<file path="src/rtl/did_regs.svh">
// Constants, register offsets and field layouts of the digital input debounce block.
// Assumes inclusion by its bare name from the package and the modules; definitions only.
// What this block does
// - Comparator watches buffered low sense pin, or channel output pin when unbuffered enabled.
// - Comparator output is sampled regularly; samples feed the debouncer, not raw level.
// - Sample clock period about 800 ns; one count per sample period.
// - Five-bit time field; code zero bypasses debouncer, passing sampled state straight.
// - Codes 01 to 1F select 31 fixed durations from 0.0130 ms to 75 ms.
// - One mode bit picks debounce algorithm; mode 0 after reset.
// - Mode 0: high samples count one way, low the other; output flips at target.
// - Mode 0 counts once sample differs from output; direction reverses on return.
// - Mode 1: counter increments while sample differs; at target output toggles, counter clears.
// - Mode 1: counter clears whenever sample returns to the debounced value.
// - Status and general pin A show debounced, direct or inverted comparator result.
// - When general pin A is set up for input, it drives the status form (debounced, direct or inverted).
// - Threshold reference selectable: fixed voltage or proportional to analog supply.
// - Loop-powered mode: ADC defaults to terminal voltage on 0 V to 12 V range.
// - Digital input works without the ADC; ADC stays available meanwhile.
// - Invert bit inverts debounced state before the status register, else unchanged.
// - Edge counter counts rising edges of the status form while enabled, freezes, resets to zero, rolls over.
`ifndef DID_REGS_SVH
`define DID_REGS_SVH

// Register byte offsets
`define DID_OFS_CONFIG_ONE 12'h000
`define DID_OFS_CONFIG_TWO 12'h004
`define DID_OFS_PIN_SETUP 12'h008
`define DID_OFS_STATUS 12'h00c
`define DID_OFS_EDGE_COUNT 12'h010
`define DID_OFS_ADC_SETUP 12'h014
`define DID_OFS_RESULT_ONE 12'h018

// input_config_one fields
`define DID_C1_TIME_LSB 0
`define DID_C1_TIME_MSB 4
`define DID_C1_MODE 5
`define DID_C1_INVERT 6
`define DID_C1_COUNT_EN 7
`define DID_C1_OUT_SEL_LSB 8
`define DID_C1_OUT_SEL_MSB 9
`define DID_C1_MASK 32'h0000_03ff

// input_config_two fields
`define DID_C2_THRESH_LSB 0
`define DID_C2_THRESH_MSB 6
`define DID_C2_THRESH_MODE 7
`define DID_C2_UNBUF_EN 8
`define DID_C2_MASK 32'h0000_01ff

// general_pin_setup: low three bits select the pin function
`define DID_PIN_SEL_MSB 2
`define DID_PIN_FUNC_INPUT 3'h3
`define DID_PIN_MASK 32'h0000_0007

// Loop-powered DAC code and ADC range defaults
`define DID_DAC_MSB 13
`define DID_ADC_RANGE_LSB 16
`define DID_ADC_RANGE_MSB 18
`define DID_ADC_RANGE_12V 3'h0
`define DID_ADC_SETUP_MASK 32'h0007_3fff

// Sample clock timing
`define DID_CLK_HZ 50000000
`define DID_SAMPLE_NS 800
`define DID_SAMPLE_CYCLES ((`DID_SAMPLE_NS * (`DID_CLK_HZ / 1000000)) / 1000)

`define DID_CNT_W 17

`endif

</file>
<file path="src/rtl/did_pkg.sv">
// Types shared by the digital input debounce design.
// Assumes did_regs.svh on the include path.
`include "did_regs.svh"
package did_pkg;
    typedef enum logic [1:0] {
        DID_OUT_DEBOUNCED = 2'h0,
        DID_OUT_DIRECT = 2'h1,
        DID_OUT_INVERTED = 2'h2
    } did_out_sel_type;

    typedef logic [`DID_CNT_W-1:0] did_count_type;
endpackage

</file>
<file path="src/rtl/did_top.sv">
// APB slave and input path of the digital input debounce block.
// Assumes comparator output arrives asynchronously; threshold DAC and ADC are analog, outside this logic.
`timescale 1ns/1ps
`include "did_regs.svh"
module did_top
    import did_pkg::*;
#(
    parameter int SAMPLE_CYCLES = `DID_SAMPLE_CYCLES,
    parameter int EDGE_W = 16
) (
    input wire logic pclk,
    input wire logic presetn,
    input wire logic psel,
    input wire logic penable,
    input wire logic pwrite,
    input wire logic [11:0] paddr,
    input wire logic [31:0] pwdata,
    input wire logic [3:0] pstrb,
    output logic [31:0] prdata,
    output logic pready,
    output logic pslverr,
    input wire logic comp_buffered,
    input wire logic comp_unbuffered,
    input wire logic [15:0] conversion_result_one,
    output logic unbuffered_input_enable,
    output logic [6:0] comp_threshold_code,
    output logic threshold_supply_ratio,
    output logic [13:0] loop_dac_code,
    output logic [2:0] adc_range_sel,
    output logic general_pin_a_out,
    output logic general_pin_a_oe_n
);
    localparam int SC_W = $clog2(SAMPLE_CYCLES + 1);

    logic [31:0] input_config_one_reg;
    logic [31:0] input_config_two_reg;
    logic [31:0] general_pin_setup_reg;
    logic [31:0] adc_setup_reg;
    logic [EDGE_W-1:0] edge_count_reg;
    logic [1:0] buf_sync_reg;
    logic [1:0] unbuf_sync_reg;
    logic [SC_W-1:0] tick_count_reg;
    logic sample_tick;
    logic sample_reg;
    logic deb_state;
    logic deb_prev_reg;
    logic status_reg;
    logic general_pin_a_next;
    logic [31:0] prdata_next;
    logic wr_en;
    logic rd_en;
    logic mapped;
    did_count_type target;
    did_out_sel_type out_sel;

    // Sample count for each debounce code; durations in ns over the 800 ns sample period
    function automatic did_count_type code_to_count(input logic [4:0] code);
        int unsigned ns;
        ns = 0;
        case (code)
            5'h01: ns = 13000;
            5'h02: ns = 18700;
            5'h03: ns = 24400;
            5'h04: ns = 32500;
            5'h05: ns = 42300;
            5'h06: ns = 56100;
            5'h07: ns = 75600;
            5'h08: ns = 100800;
            5'h09: ns = 130100;
            5'h0a: ns = 180500;
            5'h0b: ns = 240600;
            5'h0c: ns = 320300;
            5'h0d: ns = 420300;
            5'h0e: ns = 560200;
            5'h0f: ns = 750400;
            5'h10: ns = 1000800;
            5'h11: ns = 1300800;
            5'h12: ns = 1800800;
            5'h13: ns = 2400800;
            5'h14: ns = 3200800;
            5'h15: ns = 4200800;
            5'h16: ns = 5600800;
            5'h17: ns = 7500700;
            5'h18: ns = 10000700;
            5'h19: ns = 13000700;
            5'h1a: ns = 18000600;
            5'h1b: ns = 24000600;
            5'h1c: ns = 32000500;
            5'h1d: ns = 42000400;
            5'h1e: ns = 56000300;
            5'h1f: ns = 75000000;
            default: ns = 0;
        endcase
        return did_count_type'(ns / `DID_SAMPLE_NS);
    endfunction

    // One decoder gates writes and the error response; the read mux keeps its own case of the map
    function automatic logic is_mapped(input logic [11:0] a);
        return (a == `DID_OFS_CONFIG_ONE) || (a == `DID_OFS_CONFIG_TWO) || (a == `DID_OFS_PIN_SETUP) ||
               (a == `DID_OFS_STATUS) || (a == `DID_OFS_EDGE_COUNT) || (a == `DID_OFS_ADC_SETUP) ||
               (a == `DID_OFS_RESULT_ONE);
    endfunction

    // Byte-lane merge of a write into a register under its writable mask
    function automatic logic [31:0] merge(input logic [31:0] old, input logic [31:0] wd,
                                          input logic [3:0] st, input logic [31:0] mask);
        logic [31:0] r;
        r = old;
        for (int i = 0; i < 4; i++) begin
            if (st[i]) begin
                r[i*8 +: 8] = wd[i*8 +: 8];
            end
        end
        return r & mask;
    endfunction

    // Zero wait states; unmapped addresses answer with an error
    assign mapped = is_mapped(paddr);
    assign wr_en = psel && penable && pwrite && mapped;
    assign rd_en = psel && !penable && !pwrite;
    assign pready = 1'b1;
    assign pslverr = psel && penable && !mapped;

    // Configuration writes
    always_ff @(posedge pclk or negedge presetn) begin
        if (!presetn) begin
            input_config_one_reg <= 32'h0000_0000;
            input_config_two_reg <= 32'h0000_0000;
            general_pin_setup_reg <= 32'h0000_0000;
            adc_setup_reg <= 32'h0000_0000;
        end else if (wr_en) begin
            case (paddr)
                `DID_OFS_CONFIG_ONE: input_config_one_reg <= merge(input_config_one_reg, pwdata, pstrb, `DID_C1_MASK);
                `DID_OFS_CONFIG_TWO: input_config_two_reg <= merge(input_config_two_reg, pwdata, pstrb, `DID_C2_MASK);
                `DID_OFS_PIN_SETUP: general_pin_setup_reg <= merge(general_pin_setup_reg, pwdata, pstrb,
                                                                   `DID_PIN_MASK);
                `DID_OFS_ADC_SETUP: adc_setup_reg <= merge(adc_setup_reg, pwdata, pstrb, `DID_ADC_SETUP_MASK);
                default: ;
            endcase
        end
    end

    // Read data captured in the setup cycle so prdata comes from a flip-flop
    always_comb begin
        prdata_next = 32'h0000_0000;
        case (paddr)
            `DID_OFS_CONFIG_ONE: prdata_next = input_config_one_reg;
            `DID_OFS_CONFIG_TWO: prdata_next = input_config_two_reg;
            `DID_OFS_PIN_SETUP: prdata_next = general_pin_setup_reg;
            `DID_OFS_STATUS: prdata_next = {31'h0000_0000, status_reg};
            `DID_OFS_EDGE_COUNT: prdata_next = 32'(edge_count_reg);
            `DID_OFS_ADC_SETUP: prdata_next = adc_setup_reg;
            `DID_OFS_RESULT_ONE: prdata_next = {16'h0000, conversion_result_one};
            default: prdata_next = 32'h0000_0000;
        endcase
    end

    always_ff @(posedge pclk or negedge presetn) begin
        if (!presetn) begin
            prdata <= 32'h0000_0000;
        end else if (rd_en) begin
            prdata <= prdata_next;
        end
    end

    // Analog-side controls; the ADC path is independent of the digital input logic
    assign unbuffered_input_enable = input_config_two_reg[`DID_C2_UNBUF_EN];
    assign comp_threshold_code = input_config_two_reg[`DID_C2_THRESH_MSB:`DID_C2_THRESH_LSB];
    assign threshold_supply_ratio = input_config_two_reg[`DID_C2_THRESH_MODE];
    assign loop_dac_code = adc_setup_reg[`DID_DAC_MSB:0];
    assign adc_range_sel = adc_setup_reg[`DID_ADC_RANGE_MSB:`DID_ADC_RANGE_LSB];

    // Both comparator outputs are synchronised; the mux looks only at second stages
    always_ff @(posedge pclk or negedge presetn) begin
        if (!presetn) begin
            buf_sync_reg <= 2'h0;
            unbuf_sync_reg <= 2'h0;
        end else begin
            buf_sync_reg <= {buf_sync_reg[0], comp_buffered};
            unbuf_sync_reg <= {unbuf_sync_reg[0], comp_unbuffered};
        end
    end

    // Sample strobe every 800 ns; a coarse clock keeps the debounce counter narrow
    always_ff @(posedge pclk or negedge presetn) begin
        if (!presetn) begin
            tick_count_reg <= '0;
        end else if (tick_count_reg == SC_W'(SAMPLE_CYCLES - 1)) begin
            tick_count_reg <= '0;
        end else begin
            tick_count_reg <= tick_count_reg + 1'b1;
        end
    end
    assign sample_tick = (tick_count_reg == SC_W'(SAMPLE_CYCLES - 1));

    // Sampled comparator value from the selected source
    always_ff @(posedge pclk or negedge presetn) begin
        if (!presetn) begin
            sample_reg <= 1'b0;
        end else if (sample_tick) begin
            sample_reg <= unbuffered_input_enable ? unbuf_sync_reg[1] : buf_sync_reg[1];
        end
    end

    assign target = code_to_count(input_config_one_reg[`DID_C1_TIME_MSB:`DID_C1_TIME_LSB]);

    did_debouncer u_deb (
        .pclk(pclk),
        .presetn(presetn),
        .sample_tick(sample_tick),
        .sample_val(sample_reg),
        .mode(input_config_one_reg[`DID_C1_MODE]),
        .bypass(input_config_one_reg[`DID_C1_TIME_MSB:`DID_C1_TIME_LSB] == 5'h00),
        .target(target),
        .state_out(deb_state)
    );

    assign out_sel = did_out_sel_type'(input_config_one_reg[`DID_C1_OUT_SEL_MSB:`DID_C1_OUT_SEL_LSB]);

    // Status shows debounced, direct or inverted form; invert bit applies to the debounced form
    always_ff @(posedge pclk or negedge presetn) begin
        if (!presetn) begin
            status_reg <= 1'b0;
        end else begin
            case (out_sel)
                DID_OUT_DIRECT: status_reg <= sample_reg;
                DID_OUT_INVERTED: status_reg <= ~sample_reg;
                default: status_reg <= deb_state ^ input_config_one_reg[`DID_C1_INVERT];
            endcase
        end
    end

    // Edge counter follows the status bit, so the invert choice picks rising or falling edges
    always_ff @(posedge pclk or negedge presetn) begin
        if (!presetn) begin
            deb_prev_reg <= 1'b0;
            edge_count_reg <= '0;
        end else begin
            deb_prev_reg <= status_reg;
            if (input_config_one_reg[`DID_C1_COUNT_EN] && status_reg && !deb_prev_reg) begin
                edge_count_reg <= edge_count_reg + 1'b1;
            end
        end
    end

    // General pin A drives the status form only when set up for the input function
    assign general_pin_a_next = status_reg;
    always_ff @(posedge pclk or negedge presetn) begin
        if (!presetn) begin
            general_pin_a_out <= 1'b0;
            general_pin_a_oe_n <= 1'b1;
        end else begin
            general_pin_a_out <= general_pin_a_next;
            general_pin_a_oe_n <= (general_pin_setup_reg[`DID_PIN_SEL_MSB:0] != `DID_PIN_FUNC_INPUT);
        end
    end
endmodule

</file>
<file path="src/rtl/did_debouncer.sv">
// Two-mode debouncer working on sampled comparator values.
// Assumes sample_tick is a one-cycle strobe from the same clock domain.
`timescale 1ns/1ps
`include "did_regs.svh"
module did_debouncer
    import did_pkg::*;
(
    input wire logic pclk,
    input wire logic presetn,
    input wire logic sample_tick,
    input wire logic sample_val,
    input wire logic mode,
    input wire logic bypass,
    input wire did_count_type target,
    output logic state_out
);
    did_count_type count_reg;

    // Mode 0 walks up toward the new level and back down on a return; mode 1 restarts on any return
    always_ff @(posedge pclk or negedge presetn) begin
        if (!presetn) begin
            count_reg <= '0;
            state_out <= 1'b0;
        end else if (sample_tick) begin
            if (bypass) begin
                state_out <= sample_val;
                count_reg <= '0;
            end else if (mode == 1'b0) begin
                if (sample_val != state_out) begin
                    if (count_reg + 1'b1 >= target) begin
                        state_out <= sample_val;
                        count_reg <= '0;
                    end else begin
                        count_reg <= count_reg + 1'b1;
                    end
                end else begin
                    // Direction reverses by counting back toward zero
                    if (count_reg != '0) begin
                        count_reg <= count_reg - 1'b1;
                    end
                end
            end else begin
                if (sample_val != state_out) begin
                    if (count_reg + 1'b1 >= target) begin
                        state_out <= ~state_out;
                        count_reg <= '0;
                    end else begin
                        count_reg <= count_reg + 1'b1;
                    end
                end else begin
                    count_reg <= '0;
                end
            end
        end
    end
endmodule

</file>
<file path="config.mk">
export PLATFORM = sky130hd
export DESIGN_NAME = did_top
export DESIGN_NICKNAME = d
export VERILOG_FILES = /design/src/rtl/did_pkg.sv /design/src/rtl/did_top.sv /design/src/rtl/did_debouncer.sv
export VERILOG_INCLUDE_DIRS = /design/src /design/src/rtl
export SDC_FILE = /design/constraint.sdc
export NUM_CORES = 1
export LEC_CHECK = 0
export BUFFER_PORTS_ARGS = -buffer_cell sky130_fd_sc_hd__clkbuf_2
export CAP_MARGIN = 10
export CORE_ASPECT_RATIO = 1.75
export CORE_MARGIN = 8
export CORE_UTILIZATION = 45
export DETAILED_ROUTE_END_ITERATION = 10
export SLEW_MARGIN = 20
export SYNTH_ARGS = -nofsm -noshare
export SYNTH_HDL_FRONTEND = slang
export SYNTH_SLANG_ARGS = --single-unit
</file>
<file path="constraint.sdc">
create_clock -name pclk -period 27.2 [get_ports pclk]
set_clock_uncertainty 0.1 [all_clocks]
set_input_delay 4.08 -clock pclk [delete_from_list [all_inputs] [get_ports pclk]]
set_output_delay 4.08 -clock pclk [all_outputs]
set_load 0.1 [all_outputs]
</file>
==> results.sh <==
export IMPL_whs_ns=0.2489
export IMPL_ff2ff_path_depth=65
export IMPL_fmax_ghz=0.05769
export IMPL_cts_max_level=3
export IMPL_gp_congestion=0.9229
export IMPL_yosysSeqAreaShare_pct=24.20
export IMPL_hp_start="buf_sync_reg[0]"
export IMPL_grt_max_degree=77
export IMPL_holdPathEnd="buf_sync_reg[1]"
export IMPL_mostFrequentLayoutCell="nand2_1"
export IMPL_swShare_pct=28.01
export IMPL_reg2reg_to="u_deb.count_reg[6]"
export IMPL_hpwl_um=27190
export IMPL_p_leak_nw=5.394
export IMPL_cp_end_kind="flop"
export IMPL_first_pass_iters=5
export IMPL_synth_seq_cells=106
export IMPL_drc=0
export IMPL_cts_resized=0
export IMPL_p_sw_mw=0.09013
export IMPL_placed_area_um2=11560
export IMPL_layout_drive_gt1_share_pct=18.76
export IMPL_synthArstFlopShare_pct=100.0
export IMPL_cts_setup_buffers=0
export IMPL_hold_violations=0
export IMPL_max_stage_delay_ns=0.83
export IMPL_p_int_mw=0.2317
export IMPL_synthesis_area_um2=10960
export IMPL_ant_nets=0
export IMPL_tns_ns=0
export IMPL_antenna_found_initial=0
export IMPL_critPathArrivalTime_ns=17.50
export IMPL_power_frac_comb_pct=9.0
export IMPL_period_share_pct=63.73
export IMPL_routedWlPerCell_um=20.21
export IMPL_ir_worst_vdd_v=0.00005976
export IMPL_r2r_slack_ns=9.87
export IMPL_outcome="finished clean"
export IMPL_dieArea_um2=29810
export IMPL_setup_violations=0
export IMPL_core_area_um2=23930
export IMPL_root_buffer="clkbuf_16"
export IMPL_synth_edf_count=0
export IMPL_fin_crit_ns=17.33
export IMPL_pwr_density_cell_nw_per_um2=27.09
export IMPL_r2r_start="input_config_one_reg[0]"
export IMPL_vias_per_cell=6.356
export IMPL_die_h_um=222.5
export IMPL_io_pins=133
export IMPL_holdCritPathClass="flop to flop"
export IMPL_initial_core_util_pct=45.82
export IMPL_finalWirelength_um=34560
export IMPL_grtUsageTotal_pct=22.71
export IMPL_final_core_util_pct=49.64
export IMPL_drtIter0Drc=802
export IMPL_grt_pass1_vias=10870
export IMPL_synthCells=1346
export IMPL_fin_area_um2=11880
export IMPL_layout_common_cells="142 x nand2_1, 105 x nor2_1, 105 x dfrtp_1, 101 x clkbuf_2, 93 x o21ai_0"
export IMPL_fill_cells=2430
export IMPL_critical_path_class="flop to flop"
export IMPL_cts_tree="done"
export IMPL_p_seq_share_pct=49.1
export IMPL_grt_first_pass_wirelength_um=55760
export IMPL_grt_ovfl_total=0
export IMPL_insertedDiodeCount=0
export IMPL_portBuffers=102
export IMPL_largest_reg_flops=19
export IMPL_cp_slowest_cell="dfrtp_1"
export IMPL_ctsHoldBuffers=0
export IMPL_rsz0062_at_grt="no"
export IMPL_hold_depth=0
export IMPL_vias=10870
export IMPL_max_slew_margin_pct=36.21
export IMPL_startpoint_type="flop"
export IMPL_ys_warnings_count=0
export IMPL_rows=75
export IMPL_areaGrowthSynthToFinish_pct=8.330
export IMPL_worst_slew_pin_slew_ns=0.9568
export IMPL_maxCapViolations=0
export IMPL_dieWidth_um=134.0
export IMPL_crit_required_ns=27.37
export IMPL_numCtsBuffers=9
export IMPL_synth_area_per_cell_um2=8.146
export IMPL_critPathMaxFanout=18
export IMPL_pwr_share_clk_pct=41.9
export IMPL_synth_distinct_cells=129
export IMPL_clkTransAtPathRegs_ns=0.08
export IMPL_cts_sinks=106
export IMPL_clkLatencyLatePin_ns=0.36
export IMPL_drv_slew=0
export IMPL_ys_flop_type="dfrtp_1"
export IMPL_nNetsFinal=1500
export IMPL_clockBufferDepth=2
[power groups by stage]
stage,logic [mW],clock network (mW),registers (mW)
global placement,0.0288,0,0.161
CTS,0.0290,0.138,0.158
floorplan,0.0199,0,0.161
detailed placement,0.0290,0,0.161
finish,0.0289,0.135,0.158
global route,0.0313,0.143,0.158
[worst max-delay path: cells and delay by family, from the launching register on]
| family | cells | cell delay [ns] |
|---|---|---|
| simple gates | 24 | 4.67 |
| buf+inv | 1 | 0.36 |
| flops | 1 | 0.83 |
| fa+ha+maj | 2 | 0.90 |
| mux | 2 | 0.77 |
| compound gates | 36 | 9.55 |
[through the flow]
stage	total power [mW]	setup WS [ns]	cells
after floorplan	0.1811	13.38	1358
after global placement	0.1899	10.07	1694
after detailed placement	0.1901	10.03	1694
after CTS	0.3255	9.972	1710
after global routing	0.3327	8.445	1710
final	0.3218	9.866	1710
[worst max-delay path by stage]
stage                                  from                  end  slack, ns  cells after the start
global placement    input_config_one_reg[0]   u_deb.count_reg[6]      10.07                     66
floorplan           input_config_one_reg[1]  u_deb.count_reg[11]      13.38                     70
CTS                 input_config_one_reg[0]   u_deb.count_reg[6]       9.97                     65
global route        input_config_one_reg[0]   u_deb.count_reg[6]       8.45                     65
detailed placement  input_config_one_reg[0]   u_deb.count_reg[6]      10.03                     65
finish              input_config_one_reg[0]   u_deb.count_reg[6]       9.87                     65
[metal layers]
metal | GRT usage [%] | wire (um)
met1 | 22.54 | 12540
met2 | 44.56 | 19150
met3 | 3.457 | 1571
met4 | 10.05 | 1291
met5 | 0 | 0
[synthesized netlist by cell type (6+ instances only)]
cell	number	area, um^2
nor3_1	41	205.2
dfrtp_1	105	2628
a221o_1	6	60.06
xnor2_1	24	210.2
a22oi_1	20	150.1
or2_1	7	43.79
clkbuf_1	52	195.2
buf_4	19	142.6
o31ai_1	12	90.09
ha_1	32	400.4
or2_2	8	50.05
a21oi_1	78	390.4
and2_1	18	112.6
a311oi_1	6	52.55
nor2_1	106	397.9
nand4_1	11	68.82
a21o_1	28	210.2
mux2_2	40	450.4
nand2_1	142	533.0
o22ai_1	6	37.54
nand3_1	49	245.2
buf_2	8	40.04
and3_1	30	187.7
a31oi_1	16	100.1
o21ai_0	93	465.5
inv_1	19	71.32
xor2_1	26	227.7
o211ai_1	22	165.2
o21a_1	15	112.6
nor4_1	14	87.58
a211oi_1	16	120.1
o221ai_1	8	70.07
o21ai_1	16	80.08
a32oi_1	7	61.31
or3_1	13	81.33
mux2i_1	12	120.1
nand2b_1	15	93.84
a222oi_1	12	120.1
nor2b_1	10	62.56
[cell type report]
class / instances / area, um^2 / share of cell area, %
Sequential cell: 106 / 2654 / 22.34
Timing Repair Buffer: 114 / 603.1 / 5.077
Clock inverter: 7 / 86.33 / 0.7269
Clock buffer: 9 / 225.2 / 1.896
Multi-Input combinational cell: 1147 / 7853 / 66.11
Inverter: 19 / 71.32 / 0.6004
Tap cell: 308 / 385.4 / 3.245
[kinds of logic after synthesis]
family,share of synthesized area [%]
multiplexers,6.379
adder cells (fa/ha/maj),3.926
AND/OR/NAND/NOR,23.11
buffers and inverters,4.610
other,0.06850
AO/OA/AOI/OAI,33.41
flip-flops,24.20
XOR/XNOR,4.291
No activity file was read; power rests on OpenSTA's default activity.
